==> src/common/prio_int_regs.vh <==
`ifndef PRIO_INT_REGS_VH
`define PRIO_INT_REGS_VH
// ==========================================
// Register map (APB byte addresses)
`define REG_LEVEL_ENABLE_MASK    8'h00
`define REG_LEVEL_REQUEST_LATCH  8'h04
`define REG_CURRENT_LEVEL        8'h08
`define REG_INTERNAL_SRC_ENABLE  8'h0C
`define REG_INTERNAL_CAUSE_CODE  8'h10
`define REG_PARITY_FAULT_ADDRESS 8'h14
`define REG_PARITY_FAULT_STATUS  8'h18
`define REG_CONTROL              8'h1C
`define REG_STATUS               8'h20
`define REG_IDENT_RESULT         8'h24
`define REG_COMMAND              8'h28
// ==========================================
// Cause codes (octal values)
`define CAUSE_MONITOR_CALL       4'h1
`define CAUSE_PROTECT_VIOLATION  4'h2
`define CAUSE_PAGE_FAULT         4'h3
`define CAUSE_ILLEGAL_OP         4'h4
`define CAUSE_ERROR_FLAG         4'h5
`define CAUSE_PRIVILEGED_OP      4'h6
`define CAUSE_IO_TIMEOUT         4'h7
`define CAUSE_PARITY             4'h8
`define CAUSE_MEMORY_RANGE       4'h9
`define CAUSE_POWER_FAIL         4'hA
// ==========================================
// Field positions and constants
`define INTERNAL_LEVEL           4'hE
`define ERROR_FLAG_BIT           3
`define CTRL_SYSTEM_ON_BIT       0
`define CTRL_PAGING_ON_BIT       1
`define CMD_TURN_ON_BIT          0
`define CMD_TURN_OFF_BIT         1
`define CMD_GIVE_UP_BIT          2
`define CMD_IDENTIFY_BIT         3
`define CLK_PERIOD_NS            100
`define IO_ACK_TIMEOUT_NS        6000
`define IO_ACK_TIMEOUT_CYCLES    (`IO_ACK_TIMEOUT_NS / `CLK_PERIOD_NS)
`endif

==> src/rtl/prio_int_system.v <==
// Operation
// - Page not present posts cause 3.
// - Unimplemented instruction posts cause 4.
// - Error flag set in any level status word posts cause 5.
// - Privileged operation from ring 0 or 1 posts cause 6.
// - No acknowledge within 6 us of identify or transfer posts cause 7.
// - Parity fault posts cause 10, captures address and status.
// - Non-existing memory access posts memory-range cause and captures fault info.
// - No priority among causes except power fail, which wins; the code checks the other causes in a fixed order.
// - Internal interrupt needs system on, level 14 enabled, source enabled.
// - Protect, page and privileged causes only while paging is on.
// - Some causes abort mid-instruction; others wait for instruction end.
// - Range, page, protect faults in fetch leave counter unincremented.
// - Power-up clears request latch, enable mask and current level.
// - Cause and fault registers start locked; reads unlock them.
// - Error flag source enabled by enable bit 5; flag is status bit 3.
// - Turn-on enables switching, moves to highest pending level, lights indicator.
// - Turn-off stops switching, keeps level, darkens indicator.
// - External interrupts use levels 10 through 13.
// - Identify searches level; first interface returns code and clears request.
// - Higher level wins; leftmost interface on a level found first.
// - Give-up clears own request bit; moves to highest remaining level.
// - Highest pending enabled level compared to current; switch on mismatch.
// - Captured cause code locks until software reads it.
`timescale 1ns/1ps
`default_nettype none
`include "prio_int_regs.vh"
module prio_int_system #(
  parameter SLOTS = 4
)(
  input  wire        REF_CLK_IN,
  input  wire        ARST_N_IN,
  input  wire        PSEL_IN,
  input  wire        PENABLE_IN,
  input  wire        PWRITE_IN,
  input  wire [7:0]  PADDR_IN,
  input  wire [31:0] PWDATA_IN,
  output wire        PREADY_OUT,
  output wire        PSLVERR_OUT,
  output reg  [31:0] PRDATA_OUT,
  input  wire        INSTR_DONE_IN,
  input  wire        FETCH_CYCLE_IN,
  input  wire [1:0]  RING_IN,
  input  wire        PRIV_OP_IN,
  input  wire        MONITOR_CALL_IN,
  input  wire        PROTECT_VIOLATION_IN,
  input  wire        PAGE_FAULT_IN,
  input  wire        ILLEGAL_OP_FAULT_IN,
  input  wire        MEMORY_RANGE_FAULT_IN,
  input  wire        PARITY_FAULT_IN,
  input  wire        POWER_FAIL_EVENT_IN,
  input  wire [17:0] FAULT_ADDRESS_IN,
  input  wire [7:0]  FAULT_DETAIL_IN,
  input  wire [15:0] STATUS_ERROR_FLAGS_IN,
  input  wire        IO_TRANSFER_START_IN,
  input  wire        IO_ACK_IN,
  input  wire [3:0]  EXT_REQUEST_IN,
  input  wire [SLOTS*16-1:0] SLOT_IDENT_CODE_IN,
  input  wire [SLOTS*4-1:0]  SLOT_REQUEST_IN,
  output reg  [SLOTS-1:0]    SLOT_CLEAR_OUT,
  output reg  [3:0]  CURRENT_LEVEL_OUT,
  output reg         LEVEL_SWITCH_OUT,
  output reg         SAVE_PC_OUT,
  output reg         ABORT_INSTR_OUT,
  output reg         PC_HOLD_OUT,
  output reg         PANEL_INDICATOR_OUT
);
// ==========================================
// State
reg  [15:0] level_enable_mask;
reg  [15:0] level_request_latch;
reg  [15:0] internal_source_enable;
reg  [3:0]  internal_cause_code;
reg  [15:0] parity_fault_address;
reg  [15:0] parity_fault_status;
reg         cause_locked;
reg         fault_locked;
reg         system_on;
reg         paging_on;
reg  [15:0] ident_result;
reg         ident_valid;
reg  [15:0] prev_flags;
reg  [7:0]  io_timer;
reg         io_wait;
reg  [3:0]  pending_cause;
reg         cause_is_abort;
reg  [3:0]  next_ext_latch;

// Watchdog reload, cut to the counter width on purpose
localparam integer IO_TIMER_INT  = `IO_ACK_TIMEOUT_CYCLES - 1;
localparam [7:0]   IO_TIMER_LOAD = IO_TIMER_INT[7:0];

wire [15:0] pending_levels = level_enable_mask & level_request_latch;
wire        apb_write = PSEL_IN & PENABLE_IN & PWRITE_IN;
wire        apb_read  = PSEL_IN & PENABLE_IN & ~PWRITE_IN;
wire        addr_ok   = (PADDR_IN <= `REG_COMMAND) && (PADDR_IN[1:0] == 2'h0);
assign PREADY_OUT  = 1'b1;
assign PSLVERR_OUT = PSEL_IN & PENABLE_IN & ~addr_ok;

// ==========================================
// Priority encoder, used for level choice
function [3:0] highest;
  input [15:0] v;
  integer i;
  begin
    highest = 4'h0;
    for (i = 0; i < 16; i = i + 1)
      if (v[i])
        highest = i[3:0];
  end
endfunction

wire [3:0] highest_pending_code = highest(pending_levels);
wire       level_mismatch = (highest_pending_code != CURRENT_LEVEL_OUT);

// ==========================================
// Cause selection
wire io_timeout = io_wait && (io_timer == 8'h00) && !IO_ACK_IN;
wire error_flag_rise = |(STATUS_ERROR_FLAGS_IN & ~prev_flags);
wire privileged_hit = PRIV_OP_IN && (RING_IN <= 2'h1);
always @*
begin
  pending_cause = 4'h0;
  cause_is_abort = 1'b0;
  // Only one source occurs at a time; power fail alone may overlap
  if (POWER_FAIL_EVENT_IN)
    pending_cause = `CAUSE_POWER_FAIL;
  else if (paging_on && PROTECT_VIOLATION_IN)
  begin
    pending_cause = `CAUSE_PROTECT_VIOLATION;
    cause_is_abort = 1'b1;
  end
  else if (paging_on && PAGE_FAULT_IN)
  begin
    pending_cause = `CAUSE_PAGE_FAULT;
    cause_is_abort = 1'b1;
  end
  else if (ILLEGAL_OP_FAULT_IN)
  begin
    pending_cause = `CAUSE_ILLEGAL_OP;
    cause_is_abort = 1'b1;
  end
  else if (paging_on && privileged_hit)
  begin
    pending_cause = `CAUSE_PRIVILEGED_OP;
    cause_is_abort = 1'b1;
  end
  else if (io_timeout)
  begin
    pending_cause = `CAUSE_IO_TIMEOUT;
    cause_is_abort = 1'b1;
  end
  else if (MEMORY_RANGE_FAULT_IN)
  begin
    pending_cause = `CAUSE_MEMORY_RANGE;
    cause_is_abort = 1'b1;
  end
  else if (PARITY_FAULT_IN)
    pending_cause = `CAUSE_PARITY;
  else if (MONITOR_CALL_IN)
    pending_cause = `CAUSE_MONITOR_CALL;
  else if (error_flag_rise)
    pending_cause = `CAUSE_ERROR_FLAG;
end

// Source enable bit number equals the cause code
wire source_enabled = internal_source_enable[pending_cause];
wire deliver = (pending_cause != 4'h0) && system_on && level_enable_mask[`INTERNAL_LEVEL]
               && source_enabled && (cause_is_abort || INSTR_DONE_IN) && !cause_locked;

// ==========================================
// Identify search over the I/O bus slots
reg [15:0] ident_code;
reg [SLOTS-1:0] ident_hit;
reg [1:0]  ident_lvl;
integer s;
always @*
begin
  ident_code = 16'h0000;
  ident_hit = {SLOTS{1'b0}};
  ident_lvl = PWDATA_IN[1:0];
  // Slot 0 is the leftmost, so search runs from the high index down
  for (s = SLOTS - 1; s >= 0; s = s - 1)
    if (SLOT_REQUEST_IN[s*4 + ident_lvl])
    begin
      ident_code = SLOT_IDENT_CODE_IN[s*16 +: 16];
      ident_hit = {SLOTS{1'b0}};
      ident_hit[s] = 1'b1;
    end
end
wire cmd_write = apb_write && (PADDR_IN == `REG_COMMAND);
wire ident_cmd = cmd_write && PWDATA_IN[`CMD_IDENTIFY_BIT + 4];

// External levels: software write, then give-up clear, then device sets win
always @*
begin
  next_ext_latch = level_request_latch[13:10];
  if (apb_write && PADDR_IN == `REG_LEVEL_REQUEST_LATCH)
    next_ext_latch = PWDATA_IN[13:10];
  // Levels 10..13 map to bits 0..3
  if (cmd_write && PWDATA_IN[`CMD_GIVE_UP_BIT] && (CURRENT_LEVEL_OUT >= 4'hA) && (CURRENT_LEVEL_OUT <= 4'hD))
    next_ext_latch[CURRENT_LEVEL_OUT[1:0] ^ 2'h2] = 1'b0;
  next_ext_latch = next_ext_latch | EXT_REQUEST_IN;
end

// ==========================================
// Main sequential logic
always @(posedge REF_CLK_IN or negedge ARST_N_IN)
begin
  if (!ARST_N_IN)
  begin
    level_enable_mask <= 16'h0000;
    level_request_latch <= 16'h0000;
    CURRENT_LEVEL_OUT <= 4'h0;
    internal_source_enable <= 16'h0000;
    internal_cause_code <= 4'h0;
    parity_fault_address <= 16'h0000;
    parity_fault_status <= 16'h0000;
    cause_locked <= 1'b1;
    fault_locked <= 1'b1;
    system_on <= 1'b0;
    paging_on <= 1'b0;
    ident_result <= 16'h0000;
    ident_valid <= 1'b0;
    prev_flags <= 16'h0000;
    io_timer <= 8'h00;
    io_wait <= 1'b0;
    SLOT_CLEAR_OUT <= {SLOTS{1'b0}};
    LEVEL_SWITCH_OUT <= 1'b0;
    SAVE_PC_OUT <= 1'b0;
    ABORT_INSTR_OUT <= 1'b0;
    PC_HOLD_OUT <= 1'b0;
    PANEL_INDICATOR_OUT <= 1'b0;
  end
  else
  begin
    prev_flags <= STATUS_ERROR_FLAGS_IN;
    SLOT_CLEAR_OUT <= {SLOTS{1'b0}};
    LEVEL_SWITCH_OUT <= 1'b0;
    SAVE_PC_OUT <= 1'b0;
    ABORT_INSTR_OUT <= 1'b0;
    PC_HOLD_OUT <= 1'b0;
    // I/O acknowledge watchdog
    if (IO_TRANSFER_START_IN || ident_cmd)
    begin
      io_wait <= 1'b1;
      io_timer <= IO_TIMER_LOAD;
    end
    else if (io_wait && (IO_ACK_IN || io_timer == 8'h00))
      io_wait <= 1'b0;
    else if (io_wait)
      io_timer <= io_timer - 8'h01;
    // Software writes first; hardware sets below win over clears
    if (apb_write)
    begin
      case (PADDR_IN)
        `REG_LEVEL_ENABLE_MASK:   level_enable_mask <= PWDATA_IN[15:0];
        `REG_LEVEL_REQUEST_LATCH: level_request_latch <= PWDATA_IN[15:0];
        `REG_INTERNAL_SRC_ENABLE: internal_source_enable <= PWDATA_IN[15:0];
        `REG_CONTROL:
        begin
          system_on <= PWDATA_IN[`CTRL_SYSTEM_ON_BIT];
          paging_on <= PWDATA_IN[`CTRL_PAGING_ON_BIT];
        end
        `REG_COMMAND:
        begin
          if (PWDATA_IN[`CMD_TURN_ON_BIT])
          begin
            system_on <= 1'b1;
            PANEL_INDICATOR_OUT <= 1'b1;
          end
          if (PWDATA_IN[`CMD_TURN_OFF_BIT])
          begin
            system_on <= 1'b0;
            PANEL_INDICATOR_OUT <= 1'b0;
          end
          if (PWDATA_IN[`CMD_GIVE_UP_BIT])
          begin
            level_request_latch[CURRENT_LEVEL_OUT] <= 1'b0;
            SAVE_PC_OUT <= 1'b1;
          end
          if (PWDATA_IN[`CMD_IDENTIFY_BIT + 4])
          begin
            ident_result <= ident_code;
            ident_valid <= (ident_code != 16'h0000);
            SLOT_CLEAR_OUT <= ident_hit;
          end
        end
        default:
        begin
        end
      endcase
    end
    // Reads unlock the captured registers
    if (apb_read && PADDR_IN == `REG_INTERNAL_CAUSE_CODE)
      cause_locked <= 1'b0;
    if (apb_read && PADDR_IN == `REG_PARITY_FAULT_ADDRESS)
      fault_locked <= 1'b0;
    // External device levels 10..13 latch requests
    level_request_latch[13:10] <= next_ext_latch;
    if ((pending_cause == `CAUSE_PARITY || pending_cause == `CAUSE_MEMORY_RANGE) && !fault_locked)
    begin
      parity_fault_address <= FAULT_ADDRESS_IN[15:0];
      parity_fault_status <= {6'h00, FAULT_DETAIL_IN, FAULT_ADDRESS_IN[17:16]};
      fault_locked <= 1'b1;
    end
    if (deliver)
    begin
      internal_cause_code <= pending_cause;
      cause_locked <= 1'b1;
      level_request_latch[`INTERNAL_LEVEL] <= 1'b1;
      ABORT_INSTR_OUT <= cause_is_abort;
      PC_HOLD_OUT <= FETCH_CYCLE_IN && (pending_cause == `CAUSE_MEMORY_RANGE ||
                     pending_cause == `CAUSE_PAGE_FAULT || pending_cause == `CAUSE_PROTECT_VIOLATION);
    end
    // Level change at an instruction boundary while switching is on
    if (system_on && INSTR_DONE_IN && level_mismatch)
    begin
      CURRENT_LEVEL_OUT <= highest_pending_code;
      LEVEL_SWITCH_OUT <= 1'b1;
      SAVE_PC_OUT <= 1'b1;
    end
  end
end

// ==========================================
// Read data, registered during the setup phase
always @(posedge REF_CLK_IN or negedge ARST_N_IN)
begin
  if (!ARST_N_IN)
    PRDATA_OUT <= 32'h00000000;
  else if (PSEL_IN && !PENABLE_IN && !PWRITE_IN)
  begin
    case (PADDR_IN)
      `REG_LEVEL_ENABLE_MASK:    PRDATA_OUT <= {16'h0000, level_enable_mask};
      `REG_LEVEL_REQUEST_LATCH:  PRDATA_OUT <= {16'h0000, level_request_latch};
      `REG_CURRENT_LEVEL:        PRDATA_OUT <= {28'h0000000, CURRENT_LEVEL_OUT};
      `REG_INTERNAL_SRC_ENABLE:  PRDATA_OUT <= {16'h0000, internal_source_enable};
      `REG_INTERNAL_CAUSE_CODE:  PRDATA_OUT <= {28'h0000000, internal_cause_code};
      `REG_PARITY_FAULT_ADDRESS: PRDATA_OUT <= {16'h0000, parity_fault_address};
      `REG_PARITY_FAULT_STATUS:  PRDATA_OUT <= {16'h0000, parity_fault_status};
      `REG_CONTROL:              PRDATA_OUT <= {30'h00000000, paging_on, system_on};
      `REG_STATUS:               PRDATA_OUT <= {16'h0000, io_wait, ident_valid, fault_locked, cause_locked,
                                                8'h00, highest_pending_code};
      `REG_IDENT_RESULT:         PRDATA_OUT <= {16'h0000, ident_result};
      default:                   PRDATA_OUT <= 32'h00000000;
    endcase
  end
end
endmodule
`default_nettype wire
==> config.mk <==
export PLATFORM = sky130hd
export DESIGN_NAME = prio_int_system
export DESIGN_NICKNAME = d
export VERILOG_FILES = /design/src/rtl/prio_int_system.v
export VERILOG_INCLUDE_DIRS = /design/src /design/src/common
export SDC_FILE = /design/constraint.sdc
export NUM_CORES = 1
export LEC_CHECK = 0
export BUFFER_PORTS_ARGS = -buffer_cell sky130_fd_sc_hd__buf_2
export CAP_MARGIN = 15
export CORE_MARGIN = 10
export CORE_UTILIZATION = 40
export CTS_CLUSTER_SIZE = 20
export DETAILED_ROUTE_END_ITERATION = 8
export GPL_TIMING_DRIVEN = 0
export MAX_ROUTING_LAYER = met4
export PLACE_DENSITY_LB_ADDON = 0.05
export SYNTH_ARGS = -nofsm -noshare
export SYNTH_HDL_FRONTEND = slang
export SYNTH_SLANG_ARGS = --single-unit
export TNS_END_PERCENT = 20
==> constraint.sdc <==
create_clock -name REF_CLK_IN -period 4.4 [get_ports REF_CLK_IN]
set_input_delay 0.66 -clock REF_CLK_IN [delete_from_list [all_inputs] [get_ports REF_CLK_IN]]
set_output_delay 0.66 -clock REF_CLK_IN [all_outputs]
set_load 0.02 [all_outputs]
* Yosys cells after proc, flatten, opt, wreduce, memory -nomap -nowiden
Index checks and enable logic that the tools add are counted.
Word-level totals: register bits 169, input bits 185, word-level logic and storage cells 223
Cells by class: $add $sub $neg 4, $lt $le $gt $ge 13, equal/unequal tests 19, mux-type cells 83, bitwise operators 15, reductions and logical operators 64
Operator list (count):
- $pmux 16 s10 | 1
- $mux 4 | 31
- $mux 16 | 5
- $and 16x16->16 | 3
- $eq 8x5->1 const B | 4
- $not 16->16 | 2
- $pmux 16 s2 | 1
- $mux 1 | 31
- $logic_and 1x1->1 | 29
- $eq 8x6->1 const B | 3
- $mux 8 | 3
- $bmux 1 s4 | 4
- $eq 8x4->1 const B | 2
- $logic_not 8->1 | 2
- $reduce_bool 16->1 | 1
- $reduce_bool 2->1 | 8
- $reduce_or 16->1 | 1
- $lt 4x5->1 const B | 3
- $mux 15 | 1
- $reduce_and 3->1 | 5
- $add 4x2->5 const A | 2
- $lt 5x5->1 const B | 2
- $eq 4x2->1 const B | 2
- $eq 4x4->1 const B | 2
- other kinds (30) | 50

* Longest topological paths before layout
word-level depth 21, mapped depth 11

* Least setup slack after synthesis
Ideal clock, no wire load.
path type input-to-reg, start point in STATUS_ERROR_FLAGS_IN[9], end point reg internal_cause_code[1], setup time 0.125 ns, arrival 2.867 ns, data required time 4.275 ns, path slack 1.408 ns, stages on the path 8, buffers on the path 0, cell sequence nand2b_1 -> o2111ai_1 -> nor4_1 -> a211oi_1 -> o21a_1 -> o311a_4 -> nor3_4 -> mux2_4
Between the ends: cells in the longest elaborated chain, start to end 18
Ends and longest elaborated chain:
- start: declaration | line prio_int_system.v:54 | input wire [15:0] STATUS_ERROR_FLAGS_IN,
- $and 16x16->16 * | line prio_int_system.v:119 | wire error_flag_rise = |(STATUS_ERROR_FLAGS_IN & ~prev_flags);
- $reduce_or 16->1 * | line prio_int_system.v:119
- $mux 3 * | line prio_int_system.v:162 | else if (error_flag_rise)
- $mux 3 * | line prio_int_system.v:160 | else if (MONITOR_CALL_IN)
- $mux 4 * | line prio_int_system.v:158 | else if (PARITY_FAULT_IN)
- $mux 4 * | line prio_int_system.v:153 | else if (MEMORY_RANGE_FAULT_IN)
- $mux 4 * | line prio_int_system.v:148 | else if (io_timeout)
- $mux 4 * | line prio_int_system.v:143 | else if (paging_on && privileged_hit)
- $mux 4 * | line prio_int_system.v:138 | else if (ILLEGAL_OP_FAULT_IN)
- $mux 4 * | line prio_int_system.v:133 | else if (paging_on && PAGE_FAULT_IN)
- $mux 4 * | line prio_int_system.v:128 | else if (paging_on && PROTECT_VIOLATION_IN)
- $mux 4 * | line prio_int_system.v:126 | if (POWER_FAIL_EVENT_IN)
- branches (longest 3 deep; another with $bmux 1 s4)
- $logic_and 1x1->1 * (3 in series) | line prio_int_system.v:168 | wire deliver = (pending_cause != 4'h0) && system_on && level_enable_mask[`INTERNAL_LEVEL]
- end signal: assignment | line prio_int_system.v:309 | internal_cause_code <= pending_cause;
- end: declaration | line prio_int_system.v:73 | reg [3:0] internal_cause_code;
Mark *: on every way between the ends. The select of a mux whose other input is x is not followed. A chain may end at the register's enable or synchronous reset.

* Worst setup path in the final report
start point reg io_timer[0], end point reg parity_fault_address[10]
Between the ends: cells in the longest elaborated chain, start to end 12
Ends and longest elaborated chain:
- start: declaration | line prio_int_system.v:83 | reg [7:0] io_timer;
- start signal: assignment | line prio_int_system.v:252 | io_timer <= io_timer - 8'h01;
- $logic_not 8->1 * | line prio_int_system.v:118 | wire io_timeout = io_wait && (io_timer == 8'h00) && !IO_ACK_IN;
- $logic_and 1x1->1 * (2 in series) | line prio_int_system.v:118
- $mux 4 * | line prio_int_system.v:148
- $mux 4 * | line prio_int_system.v:143
- $mux 4 * | line prio_int_system.v:138
- $mux 4 * | line prio_int_system.v:133
- $mux 4 * | line prio_int_system.v:128
- $mux 4 * | line prio_int_system.v:126
- $eq 4x4->1 (no line)
- $logic_or 1x1->1 (no line) *
- $logic_and 1x1->1 * | line prio_int_system.v:301 | if ((pending_cause == `CAUSE_PARITY || pending_cause == `CAUSE_MEMORY_RANGE) && !fault_locked)
- end signal: assignment | line prio_int_system.v:303 | parity_fault_address <= FAULT_ADDRESS_IN[15:0];
- end: declaration | line prio_int_system.v:74 | reg [15:0] parity_fault_address;
Mark *: on every way between the ends. The rest lies on a longest branch, timed or not.

==> impl_results.md <==
* Die Y at 160 µm
* Total die area at 25700 µm²
* CP arrival at 3.67 ns
* Final Non-Filler Cells at 1282
* Post-synthesis async set-or-reset flop share at 100%
* Register area at 3830 µm²
* Vias in the first global route at 7237
* Top delay family on crit path: simple AND/OR/NAND/NOR gates
* Vias/cell at 5.40
* LEAKAGE at 4.65 nW
* CTS resizes at 0
* Num CTS Buffers at 17
* Sequential cell area fraction in the yosys report at 48.7%
* Placed Cells at 1248
* Placed Area at 9270 µm²
* Critical path class: flop to flop
* Synth Area in Compound Gates at 19.4%
* Adder-cell area share of the yosys netlist at 0.318%
* RSZ-0062 raised after global routing: no
* Area taken by multi-input logic gates at 3750 µm²
* Synthesized flop and latch total at 153
* TritonCTS clock tree: built
* Top Ports at 232
* Pin count of the biggest net entering global routing at 78
* Synth unique cells at 65
* Hold Slack at 0.175 ns
* Core Util, Final at 50.9%
* Peak VDD IR at 182 µV
* Placer Congestion at 0.871
* Root Driver: clkbuf_16
* Residual DRC at 0
* Max Freq at 299 MHz
* Fill count at 1871
* Cell area power density at 367 nW/µm²
* Setup Buffers After CTS at 0
* First-pass GRT wire length at 40900 µm
* 1st-pass router iterations at 5
* Hold/Removal Path Class: input pin to async pin
* Hold Fails Final Rpt at 0
* Least-Margin Pin Slew at 1.06 ns
* CORE AREA at 19400 µm²
* Post-Synth XOR/XNOR Area at 1.23%
* Final period utilization at 76.1%
* 1st-iter DRT viols at 536
* Setup_tns at 0 ns
* Buf+Inv Stages, Crit Path at 3
* Setup crit end kind: flop
* Hold_buf cts at 0
* Ys flop type: dfrtp_1
* Clock Tree Buf Depth at 2
* Final setup margin at 1.05 ns
* Max Clock Skew at 0.0121 ns
* YS warnings at 0
* Slew headroom at 29.2%
* Finish-stage setup viols at 0
* Worst R2R Setup Slack at 1.05 ns
* Core Rows at 51
* Synth Area in Simple Gates at 15.0%
* Post-synth EDFFs at 0
* Post-route cell area at 9880 µm²
* Gr usage total at 20.8%
* Largest family of logic cells by synthesized area: compound AO/OA/AOI/OAI gates
* Clock transition at path regs at 0.07 ns
* Slowest CP cell: nor3_2
* Initial Util at 40.5%
* Mux cell area share after synthesis at 11.0%
* Detailed placement HPWL at 20700 µm
* Grt ovf at 0
* Max Cap Violations at 0
* Die Wd at 160 µm
* Final worst path period need at 3.35 ns
* Number of port buffers at 195
* Synth Cell Area at 7860 µm²
* Clock latency on the worst-skew pair at 0.43 ns
* Antenna Nets Post-Route at 0
* Vias at 6925
* Layout net count at 1190
* Crit-path most repeated cell: inv_1
* Slowest cell delay on critical path at 0.68 ns
* Pre-CTS WS at 0.530 ns
* Critical Path RT at 4.72 ns
* CP max FO at 10
* Syn Area/Cell at 10.2 µm²
* Status: complete, no violations
* Critical path startpoint category: flop
* CTS H-tree depth at 4
* Max Slew Vio Count at 0
* TritonCTS Sinks at 153
* Synthesized instance count at 771
* Proportion of layout cells with a drive suffix above 1 at 32.6%
* DR WL/cell at 20.5 µm
* Area grow syn2layout at 25.7%
* Initial antenna violation count at 1
* Routed WL at 26300 µm
* Pwr Total at 3.63 mW
* Crit-path cells: inv_1 > ha_1 > inv_1 > nor4b_4 > nor4_1 > a21oi_1 > nor3_2 > clkbuf_1 > mux2_2
[synthesized netlist by cell type (all sizes together) (3+ instances only)]
master	n	share of area [%]
nand2	81	3.9
o21a	3	0.29
inv	19	0.91
xor2	7	0.78
nor2	59	2.8
o31a	5	0.56
a211oi	9	0.92
nor4	7	0.56
a222oi	5	0.64
a22o	12	1.3
a221oi	31	3.5
nor2b	3	0.24
o2111ai	5	0.56
a22oi	32	3.1
xnor2	4	0.45
nand3	8	0.51
mux4	3	0.86
dfrtp	151	48
o21ai	52	3.5
o21bai	4	0.38
a21o	7	0.68
clkbuf	34	1.6
and3	4	0.32
a21oi	33	2.1
nor4b	3	0.53
buf	19	1.7
nor3	37	2.6
nand4	7	0.56
mux2i	8	1.0
mux2	63	9.1
nand2b	21	1.7
and2	4	0.32
[area by class of cell]
| type | count | share of cell area (%) |
|---|---|---|
| diodes | 1 | 0.0253 |
| plain buffers | 53 | 2.67 |
| clock buffers | 17 | 4.30 |
| clock inverters | 15 | 1.84 |
| inverters | 19 | 0.722 |
| multi-input cells | 561 | 37.9 |
| flip-flops and latches | 153 | 38.8 |
| well taps | 265 | 3.35 |
| repair buffers | 198 | 10.4 |
[final timing paths]
path,start,end,cells past startpoint
worst min-delay path,ARST_N_IN,prev_flags[10],1
worst min register to register,PRDATA_OUT[0],PRDATA_OUT[0],2
worst max register to register,io_timer[0],parity_fault_address[10],9
worst max-delay path,io_timer[0],parity_fault_address[10],9
max in group asynchronous,ARST_N_IN,level_request_latch[4],2
min in group REF_CLK_IN,STATUS_ERROR_FLAGS_IN[9],prev_flags[9],1
[sequential cells by signal (all words and copies together), names as in the netlist, 4 cells and up]
register / count
ident_result: 16
CURRENT_LEVEL_OUT: 4
internal_source_enable: 16
parity_fault_address: 16
level_request_latch: 16
SLOT_CLEAR_OUT: 4
io_timer: 8
parity_fault_status: 10
level_enable_mask: 16
internal_cause_code: 4
PRDATA_OUT: 16
prev_flags: 16
[logic make-up after synthesis]
family                   after synthesis
AO/OA/AOI/OAI                        214
adder cells (fa/ha/maj)                2
buffers and inverters                 72
flip-flops                           153
other                                  2
XOR/XNOR                              11
AND/OR/NAND/NOR                      243
multiplexers                          74
[layout by cell type, fill, tap and decap left out, types with 6 or more instances in the layout]
| cell type | Yosys | layout |
|---|---|---|
| buf_2 | 1 | 196 |
| dfrtp_1 | 151 | 151 |
| nand2_1 | 81 | 81 |
| mux2_2 | 62 | 62 |
| nor2_1 | 58 | 58 |
| o21ai_0 | 50 | 50 |
| clkbuf_1 | 34 | 34 |
| nor3_1 | 34 | 34 |
| a21oi_1 | 33 | 33 |
| a22oi_1 | 32 | 32 |
| a221oi_1 | 31 | 31 |
| nand2b_1 | 21 | 21 |
| inv_1 | 19 | 19 |
| buf_4 | 17 | 18 |
| conb_1 | 2 | 17 |
| clkbuf_16 | 0 | 17 |
| a22o_1 | 12 | 12 |
| mux2i_1 | 8 | 8 |
| nand3_1 | 8 | 8 |
| a211oi_1 | 8 | 8 |
| xor2_1 | 7 | 7 |
| nand4_1 | 7 | 7 |
| nor4_1 | 7 | 7 |
| a21o_1 | 6 | 6 |
[layer usage]
layer / GRT usage [%] / share of wire [%]
met2: 32.6 / 47
met5: - / 0
met3: 5.37 / 6.7
met1: 26.2 / 45
met4: 5.55 / 1.4
[power breakdown]
part           internal [mW]  switching, mW
combinational          0.231          0.230
clock                  0.858          0.650
sequential              1.55          0.108
total                   2.64          0.987
[worst register-to-register path, cell delays in order, from the launching register on]
cell	delay, ns
dfrtp_1	0.40
inv_1	0.08
ha_1	0.21
inv_1	0.09
nor4b_4	0.07
nor4_1	0.41
a21oi_1	0.25
nor3_2	0.68
clkbuf_1	0.62
mux2_2	0.42
Power figures use the tool's default switching activity.
